$ cat src/shared/srs_pkg.sv
// Shared constants and types of the SDRAM refresh scheduler
package srs_pkg;

  // Counter widths
  localparam int unsigned INTERVAL_W = 13;
  localparam int unsigned BACKLOG_W  = 4;
  localparam int unsigned GAP_W      = 4;

  // Backlog limits and urgency thresholds
  localparam logic [3:0] BACKLOG_MIN   = 4'h0;
  localparam logic [3:0] BACKLOG_MAX   = 4'hf;
  localparam logic [3:0] LVL_MAY       = 4'h1;
  localparam logic [3:0] LVL_RELEASE   = 4'h4;
  localparam logic [3:0] LVL_NEED      = 4'h8;
  localparam logic [3:0] LVL_MUST      = 4'hc;
  localparam logic [3:0] RELEASE_TOP   = 4'h7;

  // Initialisation counts
  localparam logic [3:0] INIT_INTERVALS = 4'h8;
  localparam logic [3:0] INIT_REFRESHES = 4'h8;
  localparam logic [3:0] LMR_GAP        = 4'h2;

  // Values after reset
  localparam logic [12:0] INTERVAL_RST = 13'h0000;
  localparam logic [3:0]  BACKLOG_RST  = 4'h0;
  localparam logic [3:0]  CNT_RST      = 4'h0;
  localparam logic [3:0]  GAP_RST      = 4'h0;

  // Commands driven to the SDRAM
  typedef enum logic [2:0] {
    CMD_NOP      = 3'h0,
    CMD_PRE_ALL  = 3'h1,
    CMD_REFRESH  = 3'h2,
    CMD_LOAD_MR  = 3'h3,
    CMD_SELF_REF = 3'h4
  } srs_cmd_e_t;

  // Scheduler states
  typedef enum logic [3:0] {
    ST_IDLE      = 4'h0,
    ST_INIT_OPEN = 4'h1,
    ST_INIT_WAIT = 4'h2,
    ST_INIT_PRE  = 4'h3,
    ST_INIT_REF  = 4'h4,
    ST_INIT_LMR  = 4'h5,
    ST_REF_PRE   = 4'h6,
    ST_REF_CMD   = 4'h7,
    ST_SLF_PRE   = 4'h8,
    ST_SLF_ENTER = 4'h9,
    ST_SELF      = 4'ha,
    ST_SLF_EXIT  = 4'hb
  } srs_state_t;

  // Command bundle to the pins
  typedef struct packed {
    srs_cmd_e_t cmd;
    logic       cke;
  } srs_pin_t;

  // Pending work seen from the access sequencer
  typedef struct packed {
    logic read_pending;
    logic write_pending;
    logic bank_open;
    logic access_busy;
  } srs_access_t;

  // Timing fields taken from the timing registers
  typedef struct packed {
    logic [3:0] t_rp;
    logic [3:0] t_rfc;
    logic [3:0] t_xs;
  } srs_timing_t;

endpackage

$ cat src/srs_refresh_scheduler.sv
// SDRAM refresh scheduler: interval and backlog counters, urgency, init and self-refresh
`timescale 1ns/100ps

// Behaviour
// - 13-bit interval counter loads, then decrements
// - Zero reloads counter and adds one backlog
// - 4-bit backlog increments, never above maximum
// - Refresh decrements backlog, saturating both ends
// - Refresh cycle: precharge all, then refresh
// - Refresh always runs, no disable
// - Backlog 1-3: idle and banks closed
// - Backlog 4-7: refresh when no requests
// - Backlog 8-11: after access unless reads
// - Backlog 12-15: drain to seven, hold requests
// - Full config write reruns initialisation
// - Init: NOPs, precharge, eight refreshes, LMR, refresh
// - Init on reset or config write to any of bytes 0-2
// - Self-refresh after access and backlog cleared
module srs_refresh_scheduler #(
  parameter int unsigned PERIOD_W = 13
) (
  // Clock and reset
  input  wire logic                        clock_i,
  input  wire logic                        rst_n_i,
  // Refresh period field and its write strobe
  input  wire logic [PERIOD_W-1:0]         refresh_period_field_i,
  input  wire logic                        refresh_period_wr_i,
  // Configuration register write with byte enables
  input  wire logic                        sdram_config_wr_i,
  input  wire logic [3:0]                  sdram_config_be_i,
  input  wire logic                        self_refresh_request_bit_i,
  // Timing fields
  input  wire srs_pkg::srs_timing_t        timing_i,
  // Access sequencer status
  input  wire srs_pkg::srs_access_t        access_i,
  // SDRAM command and clock enable pin
  output srs_pkg::srs_pin_t                pin_o,
  // Status
  output logic                             hold_requests_o,
  output logic                             init_busy_o,
  output logic                             self_refresh_active_o,
  output logic [srs_pkg::BACKLOG_W-1:0]    backlog_o,
  output logic                             refresh_done_o
);

  // Reset release synchroniser
  logic rst_meta_r;
  logic rst_sync_n_r;

  // Interval and backlog state
  logic [PERIOD_W-1:0]            interval_r;
  logic [PERIOD_W-1:0]            interval_nxt;
  logic [srs_pkg::BACKLOG_W-1:0]  backlog_r;
  logic [srs_pkg::BACKLOG_W-1:0]  backlog_nxt;
  logic                           load_pend_r;
  logic                           must_r;
  logic                           must_nxt;
  logic                           expiry;
  logic                           ref_issue;

  // Sequencer state
  srs_pkg::srs_state_t            state_r;
  srs_pkg::srs_state_t            state_nxt;
  logic [3:0]                     cnt_r;
  logic [3:0]                     cnt_nxt;
  logic [srs_pkg::GAP_W-1:0]      gap_r;
  logic [srs_pkg::GAP_W-1:0]      gap_nxt;
  logic                           init_pend_r;
  logic                           init_pend_nxt;
  srs_pkg::srs_pin_t              pin_r;
  srs_pkg::srs_pin_t              pin_nxt;
  logic                           done_r;
  logic                           init_go;
  logic                           req_pending;
  logic                           gap_zero;

  // Two-stage release of the asynchronous reset
  always_ff @(posedge clock_i or negedge rst_n_i)
  begin
    if (!rst_n_i)
    begin
      rst_meta_r   <= 1'b0;
      rst_sync_n_r <= 1'b0;
    end
    else
    begin
      rst_meta_r   <= 1'b1;
      rst_sync_n_r <= rst_meta_r;
    end
  end

  // Request and start conditions
  assign req_pending = access_i.read_pending | access_i.write_pending;
  assign init_go     = load_pend_r | (sdram_config_wr_i & (|sdram_config_be_i[2:0]));
  assign gap_zero    = (gap_r == srs_pkg::GAP_RST);
  assign expiry      = ~load_pend_r & ~refresh_period_wr_i & (interval_r == '0);

  // Interval counter, backlog and the Refresh Must latch
  always_comb
  begin
    interval_nxt = interval_r - PERIOD_W'(1);
    if (load_pend_r || refresh_period_wr_i || expiry)
      interval_nxt = refresh_period_field_i;
    backlog_nxt = backlog_r;
    if (expiry && !ref_issue && backlog_r != srs_pkg::BACKLOG_MAX)
      backlog_nxt = backlog_r + 4'h1;
    else if (ref_issue && !expiry && backlog_r != srs_pkg::BACKLOG_MIN)
      backlog_nxt = backlog_r - 4'h1;
    must_nxt = must_r;                                           // neither leaves as is
    if (backlog_r >= srs_pkg::LVL_MUST)
      must_nxt = 1'b1;
    else if (backlog_r <= srs_pkg::RELEASE_TOP)
      must_nxt = 1'b0;
  end

  // Counter registers
  always_ff @(posedge clock_i or negedge rst_sync_n_r)
  begin
    if (!rst_sync_n_r)
    begin
      interval_r  <= PERIOD_W'(srs_pkg::INTERVAL_RST);
      backlog_r   <= srs_pkg::BACKLOG_RST;
      load_pend_r <= 1'b1;                                       // Load period after release
      must_r      <= 1'b0;
    end
    else
    begin
      interval_r  <= interval_nxt;
      backlog_r   <= backlog_nxt;
      load_pend_r <= 1'b0;
      must_r      <= must_nxt;
    end
  end

  // Command sequencer
  always_comb
  begin
    state_nxt     = state_r;
    cnt_nxt       = cnt_r;
    gap_nxt       = gap_zero ? gap_r : gap_r - 4'h1;
    init_pend_nxt = init_pend_r;
    pin_nxt.cmd   = srs_pkg::CMD_NOP;
    pin_nxt.cke   = 1'b1;                                        // CKE high
    ref_issue     = 1'b0;
    unique case (state_r)
      srs_pkg::ST_IDLE:
      begin
        if (gap_zero && !access_i.access_busy)
        begin
          if (must_r || backlog_r >= srs_pkg::LVL_MUST)
            state_nxt = srs_pkg::ST_REF_PRE;
          else if (self_refresh_request_bit_i && !req_pending)
            state_nxt = (backlog_r != srs_pkg::BACKLOG_MIN) ?
                        srs_pkg::ST_REF_PRE : srs_pkg::ST_SLF_PRE;
          else if (backlog_r >= srs_pkg::LVL_NEED && !access_i.read_pending)
            state_nxt = srs_pkg::ST_REF_PRE;
          else if (backlog_r >= srs_pkg::LVL_RELEASE && !req_pending)
            state_nxt = srs_pkg::ST_REF_PRE;
          else if (backlog_r >= srs_pkg::LVL_MAY && !req_pending && !access_i.bank_open)
            state_nxt = srs_pkg::ST_REF_PRE;
        end
      end
      srs_pkg::ST_INIT_OPEN:
      begin
        if (access_i.bank_open)
        begin
          pin_nxt.cmd = srs_pkg::CMD_PRE_ALL;                    // Close rows before waiting
          gap_nxt     = timing_i.t_rp;
        end
        state_nxt = srs_pkg::ST_INIT_WAIT;
      end
      srs_pkg::ST_INIT_WAIT:
      begin
        if (expiry)
          cnt_nxt = cnt_r + 4'h1;                                // count intervals
        if (cnt_r == srs_pkg::INIT_INTERVALS)
        begin
          cnt_nxt   = srs_pkg::CNT_RST;
          state_nxt = srs_pkg::ST_INIT_PRE;
        end
      end
      srs_pkg::ST_INIT_PRE:
      begin
        if (gap_zero)
        begin
          pin_nxt.cmd = srs_pkg::CMD_PRE_ALL;
          gap_nxt     = timing_i.t_rp;
          state_nxt   = srs_pkg::ST_INIT_REF;
        end
      end
      srs_pkg::ST_INIT_REF:
      begin
        if (cnt_r == srs_pkg::INIT_REFRESHES)
        begin
          cnt_nxt   = srs_pkg::CNT_RST;
          state_nxt = srs_pkg::ST_INIT_LMR;
        end
        else if (gap_zero)
        begin
          pin_nxt.cmd = srs_pkg::CMD_REFRESH;                    // eight refreshes
          gap_nxt     = timing_i.t_rfc;
          cnt_nxt     = cnt_r + 4'h1;
        end
      end
      srs_pkg::ST_INIT_LMR:
      begin
        if (gap_zero)
        begin
          pin_nxt.cmd = srs_pkg::CMD_LOAD_MR;
          gap_nxt     = srs_pkg::LMR_GAP;
          state_nxt   = srs_pkg::ST_REF_PRE;
        end
      end
      srs_pkg::ST_REF_PRE:
      begin
        if (gap_zero)
        begin
          pin_nxt.cmd = srs_pkg::CMD_PRE_ALL;
          gap_nxt     = timing_i.t_rp;
          state_nxt   = srs_pkg::ST_REF_CMD;
        end
      end
      srs_pkg::ST_REF_CMD:
      begin
        if (gap_zero)
        begin
          pin_nxt.cmd   = srs_pkg::CMD_REFRESH;
          gap_nxt       = timing_i.t_rfc;
          ref_issue     = 1'b1;
          init_pend_nxt = 1'b0;
          state_nxt     = srs_pkg::ST_IDLE;
        end
      end
      srs_pkg::ST_SLF_PRE:
      begin
        if (gap_zero)
        begin
          pin_nxt.cmd = srs_pkg::CMD_PRE_ALL;
          gap_nxt     = timing_i.t_rp;
          state_nxt   = srs_pkg::ST_SLF_ENTER;
        end
      end
      srs_pkg::ST_SLF_ENTER:
      begin
        if (gap_zero)
        begin
          pin_nxt.cmd = srs_pkg::CMD_SELF_REF;
          pin_nxt.cke = 1'b0;
          state_nxt   = srs_pkg::ST_SELF;
        end
      end
      srs_pkg::ST_SELF:
      begin
        pin_nxt.cke = 1'b0;
        if (!self_refresh_request_bit_i || req_pending)
        begin
          pin_nxt.cke = 1'b1;                                    // Exit with CKE high
          gap_nxt     = timing_i.t_xs;
          state_nxt   = srs_pkg::ST_SLF_EXIT;
        end
      end
      srs_pkg::ST_SLF_EXIT:
      begin
        if (gap_zero)
          state_nxt = srs_pkg::ST_REF_PRE;                       // Exit refresh cycle
      end
      default:
      begin
        state_nxt = srs_pkg::ST_IDLE;
      end
    endcase
    // A qualifying config write restarts the whole sequence
    if (init_go)
    begin
      state_nxt     = srs_pkg::ST_INIT_OPEN;
      cnt_nxt       = srs_pkg::CNT_RST;
      gap_nxt       = srs_pkg::GAP_RST;
      init_pend_nxt = 1'b1;
      pin_nxt.cmd   = srs_pkg::CMD_NOP;
      pin_nxt.cke   = 1'b1;
      ref_issue     = 1'b0;
    end
  end

  // Sequencer registers
  always_ff @(posedge clock_i or negedge rst_sync_n_r)
  begin
    if (!rst_sync_n_r)
    begin
      state_r     <= srs_pkg::ST_IDLE;
      cnt_r       <= srs_pkg::CNT_RST;
      gap_r       <= srs_pkg::GAP_RST;
      init_pend_r <= 1'b1;
      pin_r.cmd   <= srs_pkg::CMD_NOP;
      pin_r.cke   <= 1'b0;
      done_r      <= 1'b0;
    end
    else
    begin
      state_r     <= state_nxt;
      cnt_r       <= cnt_nxt;
      gap_r       <= gap_nxt;
      init_pend_r <= init_pend_nxt;
      pin_r       <= pin_nxt;
      done_r      <= ref_issue;
    end
  end

  // Outputs
  assign pin_o                 = pin_r;
  assign backlog_o             = backlog_r;
  assign refresh_done_o        = done_r;
  assign init_busy_o           = init_pend_r;
  assign self_refresh_active_o = (state_r == srs_pkg::ST_SELF);
  assign hold_requests_o       = init_pend_r | must_r | (state_r != srs_pkg::ST_IDLE);

endmodule // srs_refresh_scheduler
$ cat config.mk
export PLATFORM = sky130hd
export DESIGN_NAME = srs_refresh_scheduler
export DESIGN_NICKNAME = d
export VERILOG_FILES = /design/src/shared/srs_pkg.sv /design/src/srs_refresh_scheduler.sv
export SDC_FILE = /design/constraint.sdc
export NUM_CORES = 1
export LEC_CHECK = 0
export ABC_AREA = 1
export BUFFER_PORTS_ARGS = -buffer_cell sky130_fd_sc_hd__buf_2
export CAP_MARGIN = 0
export CORE_MARGIN = 5
export CORE_UTILIZATION = 36
export DETAILED_ROUTE_END_ITERATION = 12
export GPL_TIMING_DRIVEN = 1
export HOLD_SLACK_MARGIN = 0.02
export SLEW_MARGIN = 0
export SYNTH_ARGS = -nofsm -noshare
export SYNTH_HDL_FRONTEND = slang
export SYNTH_SLANG_ARGS = --single-unit
$ cat constraint.sdc
create_clock -name clock_i -period 1.1 [get_ports clock_i]
set_input_delay 0.165 -clock clock_i [delete_from_list [all_inputs] [get_ports clock_i]]
set_output_delay 0.165 -clock clock_i [all_outputs]
set_load 0.02 [all_outputs]
==> results.md <==
- I/O Pins: 50
- Synth Flop Type: dfrtp_1
- RePlAce Congestion: 0.884
- Tcrit/Tclk final: 154%
- Status: finished with violations
- Core Area: 0.00721 sq mm
- Full die area: 0.00922 sq mm
- Synth warnings: 0
- Starting DRC count in detailed routing: 164
- Critical path startpoint category: register
- P_leak: 2.44 nW
- Unrepaired setup endpoints after global routing: true
- R2R Path Start: gap_r[0]$_DFF_PN0_
- Drt wl/cell: 14.8 um
- Dpl hpwl: 5890 um
- DRT Wirelength: 9620 um
- CTS max path bufs: 2
- Share of layout cells above drive strength 1: 62.5%
- PwrDens: 1670 mW/mm^2
- Failing checks: setup timing
- Async S/R FF share, synth: 100%
- Tmin final: 1.69 ns
- Slowest stage delay, CP: 0.41 ns
- Nature of the critical path endpoint: register
- Setup ws final: -0.592 ns
- Drt via density: 4.94
- Site row count: 31
- Mapped Area: 0.00266 sq mm
- Start point of the critical path: gap_r[0]$_DFF_PN0_
- Area Growth Syn to Fin: 88.3%
- Congestion Overflow GR: 0
- Final core occ: 69.5%
- CP Class: register to register
- Worst Clk Skew: 0.0171 ns
- Hold_sp: refresh_period_field_i[5]
- Post-synth top area share: 34.8%
- Crit path max-delay family: buffers and inverters
- Antenna Nets Post-Route: 0
- Hold Path Class: input port to register
- Detailed Routing Iterations Pass 1: 4
- Synth area leaders: dfrtp_1 (35%), nand2_1 (12%), nor2_1 (6.6%), nand3_1 (6.2%), inv_1 (5.9%)
- Finish-stage setup viols: 42
- Seq/Total Area, Yosys: 36.7%
- Worst path cell trace: inv_2 > ha_4 > nand2_8 > buf_4 > buf_6 > buf_6 > o21ai_2 > nand2_1 > a21oi_2 > a21oi_2
- Initial antenna violation count: 0
- Avg Cell Area, Syn: 7.20 sq um
- Clock buffers created by TritonCTS: 5
- Worst path slowest cell: dfrtp_1
- Global-route wire length before repair: 14100 um
- Final Max Tran Viols: 0
- Clk sinks: 39
- Largest area contributor in the synthesized netlist: dfrtp_1
- Most common cell in the synthesized netlist: nand2_1
- Number of synthesized flops with an enable pin: 0
- Yosys reg bits: 39
- Final setup TNS: -14.69 ns
- Die Ht: 96 um
- # diodes: 0
- Initial core utilization: 36.9%
- Die X: 96 um
- CTS HTree Levels: 2
- Largest net degree at the start of global routing: 16
- Mapped Cells: 370
- GR Util All Layers: 19.5%
- Fin. Hold Viols: 0
- CP required: 1.31 ns
- Residual DRC count: 0
- Root Buffer Master: clkbuf_8
- Max Fanout on Critical Path: 6
- Commonest cells in the netlist: nand2_1 (82), nor2_1 (47), inv_1 (42), dfrtp_1 (37), nand3_1 (33)
- Nets: 598
- CTS clk-pin slew, worst paths: 0.09 ns
- Worst-skew pair later-pin latency: 0.31 ns
- MaxCap Viol Count: 0
- Vias: 3217
- WP data arrival: 1.90 ns
- Peak VDD IR: 837 uV
- Port Buffer Count: 48
- TritonCTS clock tree: done
- Syn_nets: 417
- Post-synth cell types: 38
- Worst path bufs/invs: 4
- Number of global-route vias before repair: 3184
- Achievable Freq: 591 MHz
logic make-up after synthesis:
logic type / Yosys count / synth area share, %
flip-flops: 39 / 36.7
adder cells (fa/ha/maj): 9 / 4.23
AO/OA/AOI/OAI: 57 / 11.7
buffers and inverters: 52 / 7.52
other: 2 / 0.282
AND/OR/NAND/NOR: 200 / 35.6
XOR/XNOR: 11 / 3.90
metrics by stage:
| step | std cells | instance area, sq um | hold slack (ns) | power [mW] | setup WS [ns] |
|---|---|---|---|---|---|
| final | 651 | 5010 | 0.0581 | 8.39 | -0.592 |
| after global routing | 651 | 5010 | 0.0462 | 8.92 | -0.666 |
| after CTS | 630 | 4490 | 0.0591 | 7.28 | -0.503 |
| after detailed placement | 599 | 3850 | -0.0470 | 5.39 | -0.540 |
| after global placement | 599 | 3850 | -0.0479 | 5.35 | -0.480 |
| after floorplan | 370 | 2840 | -0.131 | 3.84 | -0.517 |
tightest hold or removal path, stage by stage:
cell and delay (ns):
buf_2 0.08, nand2_2 0.05, o21ai_2 0.04
sequential cells by signal (all words and copies together), names as in the netlist:
name            count
interval_r         13
backlog_o           4
cnt_r               4
gap_r               4
pin_o               4
state_r             4
init_busy_o         1
load_pend_r         1
must_r              1
refresh_done_o      1
rst_meta_r          1
rst_sync_n_r        1
routing by layer:
metal	vias to the layer above	GRT usage (%)	part of all wire (%)
li1	1574	-	-
met1	1515	23.5	39
met2	100	34.1	52
met3	28	4.22	5.8
met4	0	6.28	2.9
met5	-	0	0
what timing repair did:
item	4_1_cts	5_1_grt
pin swaps	35	58
gates cloned	1	0
gates resized for setup	104	99
hold buffers	1	0
endpoints found under the hold margin	2	0
endpoints found under the setup margin	42	42
buffers inserted	22	28
power breakdown:
group / internal, mW / total (mW) / switching (mW) / leakage [nW]
sequential: 1.61 / 1.76 / 0.156 / 0.479
clock: 0.678 / 1.25 / 0.571 / 0.0514
combinational: 2.59 / 5.38 / 2.79 / 1.91
total: 4.88 / 8.39 / 3.51 / 2.44
worst paths after layout:
kind	endpoint	slack, ns	cells past startpoint
max	gap_r[2]$_DFF_PN0_	-0.59	10
min	interval_r[5]$_DFF_PN0_	0.06	3
max reg2reg	gap_r[2]$_DFF_PN0_	-0.59	10
min reg2reg	interval_r[0]$_DFF_PN0_	0.15	0
max in group asynchronous	load_pend_r$_DFF_PN1_	0.49	1
min in group asynchronous	interval_r[0]$_DFF_PN0_	0.15	0
cell type report:
type / count / area [sq um]
fillers: 551 / 2200
multi-input cells: 279 / 2200
repair buffers: 176 / 1380
flip-flops and latches: 39 / 987
inverters: 49 / 209
well taps: 99 / 124
clock buffers: 6 / 72.6
clock inverters: 2 / 37.5
repair inverters: 1 / 8.76
cell usage in the layout, fill, tap and decap left out, types with 4 or more instances in the layout:
cell type / Yosys / routed
nor3_4: 2 / 4
o21ai_1: 4 / 14
buf_2: 2 / 41
nand2_1: 82 / 48
nand2_4: 2 / 15
xor2_1: 6 / 6
nand3_1: 33 / 18
nand2_8: 0 / 5
dfrtp_1: 37 / 30
a21oi_1: 11 / 8
dfrtp_2: 0 / 7
o21ai_2: 1 / 11
nor2_2: 4 / 12
nand4_1: 8 / 8
nand3_2: 3 / 10
buf_4: 0 / 99
inv_2: 5 / 19
nor2_1: 47 / 22
nand3_4: 0 / 8
nor2_4: 2 / 19
buf_6: 0 / 32
nand2_2: 7 / 23
inv_1: 42 / 24
clkbuf_8: 0 / 5
ha_4: 0 / 6
o21ai_0: 29 / 9
Note: power is estimated with default switching activity, not from simulation.
